File: config.mk
export PLATFORM = sky130hd
export DESIGN_NAME = nvm_access_ctl
export DESIGN_NICKNAME = d
export VERILOG_FILES = /design/src/hw/nvm_ctl_pkg.sv /design/src/hw/nvm_unlock_seq.sv /design/src/hw/nvm_event_irq.sv /design/src/hw/nvm_access_ctl.sv
export SDC_FILE = /design/constraint.sdc
export NUM_CORES = 1
export LEC_CHECK = 0
export ABC_AREA = 1
export CAP_MARGIN = 20
export CORE_UTILIZATION = 30
export DETAILED_ROUTE_END_ITERATION = 12
export DONT_BUFFER_PORTS = 1
export GPL_ROUTABILITY_DRIVEN = 0
export GPL_TIMING_DRIVEN = 0
export PLACE_DENSITY = 0.49
export SKIP_CTS_REPAIR_TIMING = 1
export SLEW_MARGIN = 20
export SYNTH_ARGS = -nofsm -noshare
export SYNTH_HDL_FRONTEND = slang
export SYNTH_SLANG_ARGS = --single-unit
export TNS_END_PERCENT = 100
File: constraint.sdc
create_clock -name i_sys_clk -period 1.4 [get_ports i_sys_clk]
set_clock_uncertainty 0.1 [all_clocks]
set_input_delay 0.28 -clock i_sys_clk [delete_from_list [all_inputs] [get_ports i_sys_clk]]
set_output_delay 0.28 -clock i_sys_clk [all_outputs]
set_load 0.005 [all_outputs]
File: src/hw/nvm_ctl_pkg.sv
package nvm_ctl_pkg;

  // Register bus geometry
  localparam int unsigned DATA_W    = 32;
  localparam int unsigned ADR_W_MIN = 5;
  localparam int unsigned CTRL_W    = 8;
  localparam int unsigned KEY_W     = 8;

  // Byte addresses of the word registers
  localparam logic [4:0] ADR_CTRL     = 5'h00; // nvm_control_one
  localparam logic [4:0] ADR_UNLOCK   = 5'h04; // nvm_unlock_port, write only
  localparam logic [4:0] ADR_IRQ_STAT = 5'h08; // sticky event status, read only
  localparam logic [4:0] ADR_IRQ_CLR  = 5'h0c; // write one to clear, write only
  localparam logic [4:0] ADR_IRQ_EN   = 5'h10; // event enable

  // Unlock pattern, first then second
  localparam logic [7:0] UNLOCK_KEY1 = 8'h55;
  localparam logic [7:0] UNLOCK_KEY2 = 8'haa;

  // Event bits in status, clear and enable
  localparam int unsigned IRQ_N    = 3;
  localparam int unsigned EV_DONE  = 0;
  localparam int unsigned EV_ERROR = 1;
  localparam int unsigned EV_READ  = 2;

  // Control register layout, bit 7 first
  typedef struct packed {
    logic memory_space_select;
    logic config_space_select;
    logic latch_only_write;
    logic erase_select;
    logic write_error_flag;
    logic program_erase_enable;
    logic write_start;
    logic read_start;
  } ctrl_t;

  localparam ctrl_t CTRL_RST = 8'h00;

  typedef enum logic [1:0] {SPACE_EEPROM, SPACE_FLASH, SPACE_CONFIG} nvm_space_t;
  typedef enum logic [2:0] {OP_READ, OP_LATCH, OP_ERASE, OP_PROGRAM, OP_ERASE_WRITE} nvm_op_t;

  // Command to the array timing engine
  typedef struct packed {
    logic       start;
    nvm_op_t    op;
    nvm_space_t space;
  } nvm_cmd_t;

  // Answer from the array timing engine
  typedef struct packed {
    logic done;
    logic abort;
  } nvm_resp_t;

endpackage

File: src/hw/nvm_unlock_seq.sv
`timescale 1ns/1ps
`default_nettype none
module nvm_unlock_seq
  import nvm_ctl_pkg::*;
(
  input  wire logic             i_clk,      // System clock
  input  wire logic             i_rst_n,    // Synchronised reset
  input  wire logic             i_key_wr,   // Write to unlock port
  input  wire logic [KEY_W-1:0] i_key_data, // Value written there
  input  wire logic             i_other_wr, // Write to a register other than the unlock port and control
  input  wire logic             i_consume,  // Write start attempt
  output logic                  o_unlocked  // Pattern seen, not yet used
);

  typedef enum {LK_LOCKED, LK_HALF, LK_OPEN} lock_t;
  lock_t lock_ff;

  // A write to a register other than control or the unlock port between the two keys breaks the pattern; one start attempt uses it up
  always_ff @(posedge i_clk or negedge i_rst_n)
  begin
    if (!i_rst_n)
      lock_ff <= LK_LOCKED;
    else if (i_consume)
      lock_ff <= LK_LOCKED;
    else if (i_key_wr)
      lock_ff <= (i_key_data == UNLOCK_KEY1) ? LK_HALF :
                 (lock_ff == LK_HALF && i_key_data == UNLOCK_KEY2) ? LK_OPEN : LK_LOCKED;
    else if (i_other_wr && lock_ff == LK_HALF)
      lock_ff <= LK_LOCKED;
  end

  assign o_unlocked = (lock_ff == LK_OPEN);

endmodule
`default_nettype wire

File: src/hw/nvm_event_irq.sv
`timescale 1ns/1ps
`default_nettype none
module nvm_event_irq #(
  parameter int unsigned EV_N = 3
) (
  input  wire logic            i_clk,      // System clock
  input  wire logic            i_rst_n,    // Synchronised reset
  input  wire logic [EV_N-1:0] i_event,    // One-cycle event pulses
  input  wire logic            i_clr_wr,   // Clear register written
  input  wire logic [EV_N-1:0] i_clr_mask, // Ones clear status bits
  input  wire logic            i_en_wr,    // Enable register written
  input  wire logic [EV_N-1:0] i_en_data,  // New enable value
  output logic      [EV_N-1:0] o_status,   // Sticky status
  output logic      [EV_N-1:0] o_enable,   // Enable mask
  output logic                 o_irq       // Level interrupt
);

  if (EV_N < 1 || EV_N > 8)
  begin : g_chk
    $error("nvm_event_irq: EV_N must be 1 to 8");
  end

  logic [EV_N-1:0] nxt_status;

  // Set wins over a clear in the same cycle
  always_comb
  begin
    nxt_status = (o_status & ~(i_clr_wr ? i_clr_mask : '0)) | i_event;
  end

  always_ff @(posedge i_clk or negedge i_rst_n)
  begin
    if (!i_rst_n)
    begin
      o_status <= '0;
      o_enable <= '0;
      o_irq    <= 1'b0;
    end
    else
    begin
      o_status <= nxt_status;
      if (i_en_wr)
        o_enable <= i_en_data;
      // Registered so the pin never glitches
      o_irq <= |(nxt_status & (i_en_wr ? i_en_data : o_enable));
    end
  end

endmodule
`default_nettype wire

File: src/hw/nvm_access_ctl.sv
// The register addresses and the Avalon-MM register port were decided locally.
`timescale 1ns/1ps
`default_nettype none
module nvm_access_ctl
  import nvm_ctl_pkg::*;
#(
  parameter int unsigned ADDR_W = 5
) (
  input  wire logic              i_sys_clk,         // 40 MHz system clock
  input  wire logic              i_reset_n,         // Async reset, active low
  input  wire logic [ADDR_W-1:0] i_avs_address,     // Byte address
  input  wire logic              i_avs_read,        // Read request
  input  wire logic              i_avs_write,       // Write request
  input  wire logic [DATA_W-1:0] i_avs_writedata,   // Write data
  input  wire logic [3:0]        i_avs_byteenable,  // Byte lanes
  output logic      [DATA_W-1:0] o_avs_readdata,    // Read data
  output logic                   o_avs_waitrequest, // Stall request
  output nvm_cmd_t               o_nvm_cmd,         // Command to array engine
  input  wire nvm_resp_t         i_nvm_resp,        // Answer from array engine
  output logic                   o_irq              // Level interrupt
);

  if (ADDR_W < ADR_W_MIN)
  begin : g_chk
    $error("nvm_access_ctl: ADDR_W too small for the register map");
  end

  typedef enum {ST_IDLE, ST_BUSY} op_state_t;

  // Word hit: upper bits zero, low lanes ignored
  function automatic logic reg_hit(input logic [ADDR_W-1:0] addr, input logic [4:0] ofs);
    reg_hit = ((addr >> ADR_W_MIN) == '0) && (addr[4:2] == ofs[4:2]);
  endfunction

  // Config select overrides the memory select
  function automatic nvm_space_t space_of(input logic cfg_sel, input logic mem_sel);
    space_of = cfg_sel ? SPACE_CONFIG : (mem_sel ? SPACE_FLASH : SPACE_EEPROM);
  endfunction

  // Reset release through two flip-flops
  logic rst_meta_ff;
  logic rst_sync_ff;
  logic rst_n;
  always_ff @(posedge i_sys_clk or negedge i_reset_n)
  begin
    if (!i_reset_n)
    begin
      rst_meta_ff <= 1'b0;
      rst_sync_ff <= 1'b0;
    end
    else
    begin
      rst_meta_ff <= 1'b1;
      rst_sync_ff <= rst_meta_ff;
    end
  end
  assign rst_n = rst_sync_ff;

  logic                wait_ff;
  logic [DATA_W-1:0]   readdata_ff;
  logic                req;
  logic                acc;
  logic                wr_acc;
  logic                ctrl_wr;
  logic                key_wr;
  logic                clr_wr;
  logic                en_wr;
  ctrl_t               ctrl_ff;
  ctrl_t               wdat;
  nvm_cmd_t            cmd_ff;
  op_state_t           state_ff;
  nvm_op_t             cur_op_ff;
  nvm_space_t          space_sel;
  nvm_op_t             op_sel;
  logic                unlocked;
  logic                attempt;
  logic                set_try;
  logic                ok_go;
  logic                refused;
  logic                fin;
  logic                fail;
  logic                rd_issue;
  logic [IRQ_N-1:0]    irq_stat;
  logic [IRQ_N-1:0]    irq_en;
  logic [IRQ_N-1:0]    events;
  logic [DATA_W-1:0]   rd_mux;

  // Every access costs one wait cycle; the flop keeps the pin glitch free
  assign req    = i_avs_read | i_avs_write;
  assign acc    = req && !wait_ff;
  assign wr_acc = acc && i_avs_write && i_avs_byteenable[0];
  assign ctrl_wr = wr_acc && reg_hit(i_avs_address, ADR_CTRL);
  assign key_wr  = wr_acc && reg_hit(i_avs_address, ADR_UNLOCK);
  assign clr_wr  = wr_acc && reg_hit(i_avs_address, ADR_IRQ_CLR);
  assign en_wr   = wr_acc && reg_hit(i_avs_address, ADR_IRQ_EN);
  assign wdat    = ctrl_t'(i_avs_writedata[CTRL_W-1:0]);

  always_ff @(posedge i_sys_clk or negedge rst_n)
  begin
    if (!rst_n)
      wait_ff <= 1'b1;
    else
      wait_ff <= !(req && wait_ff);
  end

  // Unmapped and write-only words read as zero
  always_comb
  begin
    rd_mux = '0;
    if (reg_hit(i_avs_address, ADR_CTRL))
      rd_mux = DATA_W'(ctrl_ff);
    else if (reg_hit(i_avs_address, ADR_IRQ_STAT))
      rd_mux = DATA_W'(irq_stat);
    else if (reg_hit(i_avs_address, ADR_IRQ_EN))
      rd_mux = DATA_W'(irq_en);
  end

  // Captured in the wait cycle so it stands at the accepting edge
  always_ff @(posedge i_sys_clk or negedge rst_n)
  begin
    if (!rst_n)
      readdata_ff <= '0;
    else if (req && wait_ff)
      readdata_ff <= rd_mux;
  end

  assign o_avs_readdata    = readdata_ff;
  assign o_avs_waitrequest = wait_ff;

  // Operation chosen from the byte that sets the write bit
  always_comb
  begin
    space_sel = space_of(wdat.config_space_select, wdat.memory_space_select);
    if (space_sel == SPACE_EEPROM)
      op_sel = OP_ERASE_WRITE;
    else if (wdat.latch_only_write)
      op_sel = OP_LATCH;
    else if (wdat.erase_select)
      op_sel = OP_ERASE;
    else
      op_sel = OP_PROGRAM;
  end

  // Any write of a one flags an error; only one made while idle can start
  assign set_try  = ctrl_wr && wdat.write_start;
  assign attempt  = set_try && !ctrl_ff.write_start;
  assign ok_go    = attempt && ctrl_ff.program_erase_enable && unlocked;
  assign refused  = attempt && !ok_go;
  assign fin      = (state_ff == ST_BUSY) && (i_nvm_resp.done || i_nvm_resp.abort);
  assign fail     = (state_ff == ST_BUSY) && i_nvm_resp.abort;
  assign rd_issue = ctrl_ff.read_start && (state_ff == ST_IDLE) && !ok_go;

  nvm_unlock_seq u_unlock (
    .i_clk      (i_sys_clk),
    .i_rst_n    (rst_n),
    .i_key_wr   (key_wr),
    .i_key_data (i_avs_writedata[KEY_W-1:0]),
    .i_other_wr (wr_acc && !key_wr && !ctrl_wr),
    .i_consume  (attempt),
    .o_unlocked (unlocked)
  );

  // Control register; hardware effects except the read_start clear ordered after software
  always_ff @(posedge i_sys_clk or negedge rst_n)
  begin
    if (!rst_n)
      ctrl_ff <= CTRL_RST;
    else
    begin
      if (rd_issue)
        ctrl_ff.read_start <= 1'b0;
      if (ctrl_wr)
      begin
        ctrl_ff.memory_space_select  <= wdat.memory_space_select;
        ctrl_ff.config_space_select  <= wdat.config_space_select;
        ctrl_ff.latch_only_write     <= wdat.latch_only_write;
        ctrl_ff.erase_select         <= wdat.erase_select;
        ctrl_ff.program_erase_enable <= wdat.program_erase_enable;
        ctrl_ff.write_error_flag     <= wdat.write_error_flag;
        if (wdat.read_start)
          ctrl_ff.read_start <= 1'b1;
      end
      if (ok_go)
        ctrl_ff.write_start <= 1'b1;
      if (fin)
      begin
        ctrl_ff.write_start <= 1'b0;
        if (!fail)
          ctrl_ff.write_error_flag <= 1'b0;
        if (cur_op_ff == OP_ERASE)
          ctrl_ff.erase_select <= 1'b0;
      end
      // Hardware set beats any clear in the same cycle
      if (set_try || fail)
        ctrl_ff.write_error_flag <= 1'b1;
    end
  end

  // Busy until the engine answers
  always_ff @(posedge i_sys_clk or negedge rst_n)
  begin
    if (!rst_n)
    begin
      state_ff  <= ST_IDLE;
      cur_op_ff <= OP_PROGRAM;
    end
    else
    begin
      unique case (state_ff)
        ST_IDLE:
          if (ok_go)
          begin
            state_ff  <= ST_BUSY;
            cur_op_ff <= op_sel;
          end
        ST_BUSY:
          if (fin)
            state_ff <= ST_IDLE;
      endcase
    end
  end

  // Start pulse to the engine; a write has priority over a pending read
  always_ff @(posedge i_sys_clk or negedge rst_n)
  begin
    if (!rst_n)
      cmd_ff <= '{start: 1'b0, op: OP_READ, space: SPACE_EEPROM};
    else if (ok_go)
      cmd_ff <= '{start: 1'b1, op: op_sel, space: space_sel};
    else if (rd_issue)
      cmd_ff <= '{start: 1'b1, op: OP_READ,
                  space: space_of(ctrl_ff.config_space_select,
                                  ctrl_ff.memory_space_select)};
    else
      cmd_ff.start <= 1'b0;
  end

  assign o_nvm_cmd = cmd_ff;

  always_comb
  begin
    events           = '0;
    events[EV_DONE]  = fin && !fail;
    events[EV_ERROR] = refused || fail;
    events[EV_READ]  = rd_issue;
  end

  nvm_event_irq #(
    .EV_N (IRQ_N)
  ) u_irq (
    .i_clk      (i_sys_clk),
    .i_rst_n    (rst_n),
    .i_event    (events),
    .i_clr_wr   (clr_wr),
    .i_clr_mask (i_avs_writedata[IRQ_N-1:0]),
    .i_en_wr    (en_wr),
    .i_en_data  (i_avs_writedata[IRQ_N-1:0]),
    .o_status   (irq_stat),
    .o_enable   (irq_en),
    .o_irq      (o_irq)
  );
endmodule
`default_nettype wire

==> results of run 1 <==
==> area by class of cell <==
cell class,instances,area share (%)
Multi-Input combinational cell,151,34.4
Sequential cell,38,41.6
Buffer,26,8.66
Tap cell,75,4.08
Timing Repair Buffer,6,3.10
Clock buffer,7,3.76
Clock inverter,1,0.218
Inverter,24,4.14
==> worst max-delay path: stages (launching register included) <==
cell      delay (ns)
dfstp_2         0.56
inv_2           0.05
nand3_4         0.10
nor2_4          0.06
buf_4           0.17
o211ai_1        0.17
o211ai_1        0.11
==> routing by layer <==
metal | wire (µm) | vias to the layer above | part of all wire [%]
met5 | 0 | - | 0
met4 | 58 | 0 | 1.4
met3 | 265 | 4 | 6.6
met2 | 1900 | 36 | 47
met1 | 1810 | 640 | 45
li1 | - | 728 | -
==> flip-flops by register name, indices dropped and copies added, names as in the netlist <==
name,count
u_irq.o_enable,3
rst_meta_ff,1
u_irq.o_status,3
o_avs_waitrequest,1
cur_op_ff,3
u_irq.o_irq,1
o_nvm_cmd,6
u_unlock.lock_ff,2
rst_n,1
ctrl_ff,8
o_avs_readdata,8
state_ff,1
==> where the power goes <==
group	internal (mW)	switching, mW
combinational	0.229	0.298
clock	0.398	0.389
sequential	1.32	0.156
==> metrics by stage <==
step | hold WS (ns) | cells | setup WS (ns)
after floorplan | -0.116 | 239 | 0.0516
after global placement | -0.116 | 314 | -0.282
after detailed placement | -0.116 | 315 | -0.118
after CTS | -0.434 | 323 | -0.138
after global routing | 0.0208 | 328 | -0.0752
final | 0.00883 | 328 | -0.0375
==> logic make-up (layout without fill, tap and decap cells) <==
family | count (synthesis) | count (layout) | share of synthesized area, %
AO/OA/AOI/OAI | 32 | 32 | 9.80
buffers and inverters | 50 | 64 | 15.5
flip-flops | 38 | 38 | 50.9
other | 2 | 25 | 0.400
AND/OR/NAND/NOR | 94 | 94 | 23.5
==> worst min-delay path by stage <==
stage,from,end,slack [ns],cells after the start
global route,i_avs_writedata[7],ctrl_ff[7],0.02,2
global placement,i_reset_n,rst_meta_ff,-0.12,0
CTS,i_reset_n,rst_n,-0.43,0
finish,i_avs_writedata[5],ctrl_ff[5],0.009,2
floorplan,i_reset_n,rst_meta_ff,-0.12,0
detailed placement,i_reset_n,rst_meta_ff,-0.12,0
==> cells in the final DEF, fill, tap and decap left out, types with 2 or more instances in the layout <==
cell type  Yosys  final
a21oi_1        3      3
a41oi_1        3      3
buf_4         25     28
buf_6          1      2
clkbuf_8       0      6
conb_1         2     25
dfrtp_1       35     34
dfstp_2        3      3
inv_1         21     18
inv_2          2      4
inv_4          0      2
nand2_1       50     46
nand2_2        2      5
nand3_1       21     14
nand3_2        1      6
nand3_4        0      2
nand4_1        3      3
nor2_1         9      9
nor2_4         2      2
nor3_1         2      2
nor4_1         2      2
o211ai_1       2      2
o21ai_0       17     10
o21ai_1        6     11
o21ai_2        0      2
==> impl_summary.md, run 1 <==
Clock tree
The clock slew seen by the registers of the worst setup and hold paths is 0.08 ns. The depth of the CTS H-tree is 2. The total CTS buffers is 5. The longest clock path from root to sink contains 2 buffers. CTS saw 38 sinks. The cell at the root of the clock tree is clkbuf_8.

The later-pin clock latency in the skew report is 0.29 ns. TritonCTS built the clock tree.

Placement
The sum of net half-perimeters after detailed placement is 3200 µm. Port buffering added 0 buffers. The placed instances occupy a cell area of 2090 µm².

Synth
The post-synthesis sequential element count is 38. Counting flops with a built-in enable in the synthesized netlist gives 0. The library cell occupying the most area in the post-synthesis netlist is dfrtp_1. The sequential fraction of the synthesis area is 50.9%. The dominant cell by count in the synthesized netlist is nand2_1. The Yosys warning count is 0. After synthesis the cells add up to about 1900 µm².

The async set or reset register ratio after synthesis is 100%. The flip-flop cell with the highest count after synthesis is dfrtp_1. The portion of synthesized cell area occupied by the leading cell type is 46.7%. Each instance of the synthesized netlist takes up on average around 8.7 µm². In the synthesized netlist, the cells that appear most often are nand2_1, dfrtp_1, buf_4. Yosys attributes the largest share of cell area to dfrtp_1, buf_4, nand2_1. After synthesis, the netlist uses 25 different library cells. After technology mapping, the gate count stands at 216.

Setup path
At the worst endpoint, the required time is 1.46 ns. The kind of critical path is register to register. The number of cells on the worst reg-to-reg path is 6. The startpoint identified for the worst register-to-register timing path is o_avs_waitrequest.

The critical path launch point is o_avs_waitrequest. Along the worst path, the maximum fanout reaches 10. The sort of element at the start of the critical path is a register. In this run the critical register-to-register path is captured at ctrl_ff[3]. For the worst setup path, the data arrival time is around 1.5 ns.

The kind of end point of the critical path is a register. Following the worst setup path forward leads to its endpoint at ctrl_ff[3]. The register-to-register setup slack is -0.04 ns.

GRT
The busiest metal layer after global routing is met2. Entering global routing, the biggest net connects 21 pins. For this run, global-route usage on met2 was measured as 19.7%. The global-route wire length before repair is 6270 µm. The via count of the first global-routing pass came to 1238. The met1 capacity usage during global routing is 16.9%. The routing usage on met3 is between 4 and 5%.

The overall track demand over capacity in global routing is 12.9%. The global-route congestion overflow total is 0. The number of antenna violations at the first check in global routing came to 0.

Floorplan
The area of the placeable core is 5990 µm². The die is 81.1 µm wide. The site row count is 28. The initial utilization of the core area, before any placement, comes to 31.3%. The chip height is 81.1 µm. In this run the count of I/O pins placed on the die edge is 87. The die area is between 6000 and 7000 µm².

Pwr
The completed layout was analyzed and its total power is 2.79 mW. Summed over all cells, the static leakage comes to approximately 1.1 nW. Dividing total power by cell area gives a power density of 1210 nW/µm². The peak supply drop is 375 µV.

Timing
The final cycle utilization of the critical path is 103%. Setup violations remaining at the end of the flow were counted as 3. The routed design could run at a clock period as short as roughly 1.4 ns. The maximum clock rate is 0.696 GHz.

The final critical-path setup slack is -0.0375 ns. The transition time at the pin with the least slew margin is about 0.54 ns. Setup repair after global routing could not meet its margin everywhere. The aggregate negative setup slack is -0.0478 ns.

The count of final hold-check violations was 0. The worst slew margin relative to its limit is 63.8%. The number of max-slew violations in the final report is 0.

Drt
The number of DRC markers after the initial detailed-route iteration is 90. In this run the remaining antenna-violating nets after routing total 0. The routed layout has about 1400 vias. For this run, design rule violations remaining after detail routing come to 0.

The first detailed-routing pass ran for 4 iterations. After detailed routing, the number of vias per cell comes to approximately 4.3. Wires add up to 4030 µm. The routed length per placed instance is 12.3 µm.

Status
The final reports fail on setup timing. The flow ran to the end, but the final reports show violations.

Hold path
The classification of the worst-slack hold path is input pin to register.

Cells and area
The number of nets in the finished design is 299. The repair_antennas step left the layout with diodes totalling 0. The post-route netlist has 27.3% of its cells at a drive strength greater than 1. The sequential cell area is 956 µm². Cells fill 38.3% of the core in the end. The layout has 609 filler cells.

The summed area of non-filler cells in the final layout is 2300 µm². The area taken by multi-input logic gates is 791 µm². The post-synthesis to final-layout area growth is 22.4%.

Flow run
The max-capacitance violation count is 0.
Power figures use the tool's default switching activity.
==> run 2: changes to the inputs <==
==> constraint.sdc (replaced) <==
create_clock -name i_sys_clk -period 1.6 [get_ports i_sys_clk]
set_clock_uncertainty 0.1 [all_clocks]
set_input_delay 0.32 -clock i_sys_clk [delete_from_list [all_inputs] [get_ports i_sys_clk]]
set_output_delay 0.32 -clock i_sys_clk [all_outputs]
set_load 0.005 [all_outputs]
==> run 2 against run 1 <==
The flow now finishes without violations. Worst hold slack gained 0.039 ns. Largest cell class unchanged. Total power shrank 15%. Fmax shrank 4.0%. Non-clock buffer count shrank 4. Final cell count shrank 1.2%.
==> impl_summary.md, run 2 (synthesis results as in run 1) <==
Setup path
The kind of end point of the critical path is a register. Data on the critical path is required at its endpoint by 1.67 ns. The sort of element at the start of the critical path is a register. The signal on the critical path passes through inv_1, nand3_2, nor2_4, buf_4, inv_2, o21ai_0, a21oi_1.

The critical path is of the register to register type. In this run the worst path has a maximum fanout of 10. Across all register-to-register paths, the minimum setup slack is 0.10 ns. The critical path data arrival time is 1.57 ns. The category of cells accounting for the largest share of critical-path delay is flip-flops. The largest single stage delay on the critical path is 0.38 ns.

The cell with the largest stage delay on the worst path is dfstp_2. The worst path buffer plus inverter count is 3.

Pwr
The leakage component of the power is 1.10 nW. The worst-case IR drop observed on VDD is 326 µV. Power spread over the standard cell area amounts to 1080 nW/µm².

Clock tree
The total number of clock tree sinks is 38. After clock tree synthesis, the clock-pin slew on the worst setup and hold paths is about 0.07 ns. The later-pin clock latency in the skew report is 0.29 ns. The cell at the root of the clock tree is clkbuf_8. The clock tree from TritonCTS is yes.

The total CTS buffers is 5. The depth of the CTS H-tree is 2. Counting along the longest clock path gives a buffer depth of 2.

Cells and area
The library cell used most frequently in the layout, excluding fill and tap cells, is nand2_1. Cells fill 36.6% of the core in the end. The share of layout cells above drive strength 1 is 20.5%. In the layout the commonest cells are nand2_1, dfrtp_1, buf_4, conb_1. Relative to the synthesized area, the layout overhead comes to 16.8%. The number of nets in the finished design is 295. The number of inserted filler cells in the final layout is 623. The summed area of non-filler cells in the final layout is approximately 2200 µm².

The count of antenna diodes in the layout is 0.

GRT
Summed over all layers, the global routing overflow is 0. The global-route wire length before repair is approximately 6300 µm. The via count of the first global-routing pass came to 1238. In the global route stage, overall resource usage came out at 12.9%. The number of antenna violations at the first check in global routing was 0. Entering global routing, the biggest net connects 21 pins.

Placement
The sum of net half-perimeters after detailed placement is 3200 µm. In this run the cell area measured after placement is 2090 µm². The count of buffers added on input and output ports is 0.

Drt
The routed length per placed instance is 12.3 µm. In the routed design, unresolved DRC markers number 0. After detailed routing, the total wire length is 4000 µm. The overall via count from detail_route is 1395. The number of nets with antenna violations after detailed routing is 0. The total iterations of the first detailed-routing run is 4.

After the first detailed-routing iteration, the DRC count stood at 59. Dividing the detail-routed via count by the number of cells gives 4.31.

Hold path
The classification of the worst-slack hold path is input pin to register.

Floorplan
In this run the vertical extent of the chip is 81.1 µm. The die covers approximately 6600 µm². Row generation in the floorplan step produced 28 rows. The floorplan step set the die width to roughly 81 µm. Once the floorplan was initialized, standard cells occupied about 31% of the core.

The area of the placeable core is 5990 µm². The top-level I/O count is slightly below 90.

Timing
The transition time at the pin with the least slew margin is 0.535 ns. Setup violations remaining at the end of the flow were counted as 0. The worst path in the final design needs a cycle of 1.50 ns, including I/O delays and setup.

The maximum clock rate is 0.668 GHz. The number of max-slew violations in the final report is 0. The final cycle utilization of the critical path is just over 90%. Setup repair after global routing left no endpoint under its margin. The count of final hold-check violations was 0. The worst hold slack after final layout is 0.0483 ns. Headroom to the max-slew limit came out at 64.1%.

Flow run
The max-capacitance violation count is 0.

Status
The run finished with clean final reports.
[run 2: changes by cell type in the layout (fill, tap and decap cells not counted), moves of 3 or more]
cell | before | now
nand3_2 | 6 | 2
buf_4 | 28 | 25
o21ai_1 | 11 | 7
nand2_1 | 46 | 50
nand2_2 | 5 | 2
nand3_1 | 14 | 20
o21ai_0 | 10 | 16
[run 2: cell type report]
type	count	area, µm²	area share, %
flip-flops and latches	38	956	43.6
multi-input cells	151	723	33.0
plain buffers	26	199	9.08
well taps	75	93.8	4.28
inverters	24	91.3	4.17
clock buffers	7	86.3	3.94
repair buffers	2	37.5	1.71
clock inverters	1	5.00	0.228
[run 2: power breakdown]
| part | switching [mW] | internal [mW] | total [mW] |
|---|---|---|---|
| Combinational | 0.238 | 0.171 | 0.409 |
| Clock | 0.334 | 0.348 | 0.682 |
| Sequential | 0.131 | 1.15 | 1.28 |
| Total | 0.703 | 1.67 | 2.37 |
[run 2: metrics by stage]
step           setup TNS (ns)  setup slack, ns  instances  power, mW
5_1_grt                     0           0.0132        324       2.52
6_report                    0            0.102        324       2.37
2_1_floorplan               0            0.252        239       1.59
3_5_place_dp                0           0.0823        315       1.71
4_1_cts                     0           0.0615        323       2.40
3_3_place_gp            -2.67          -0.0823        314       1.69
[run 2: layer usage]
metal	vias to the layer above	track usage, %	part of all wire (%)
met4	0	4.82	1.6
met1	630	16.9	45
met3	5	4.16	7.2
li1	716	-	-
met5	-	0	0
met2	44	19.7	46
[run 2: final timing paths]
check	from	endpoint	depth (start not counted)
max in group asynchronous	rst_n	o_avs_waitrequest	1
worst max register to register	o_avs_waitrequest	ctrl_ff[4]	7
worst min-delay path	i_avs_writedata[5]	ctrl_ff[5]	2
worst max-delay path	o_avs_waitrequest	ctrl_ff[4]	7
min in group asynchronous	rst_n	o_nvm_cmd[2]	0
worst min register to register	rst_n	o_nvm_cmd[2]	0
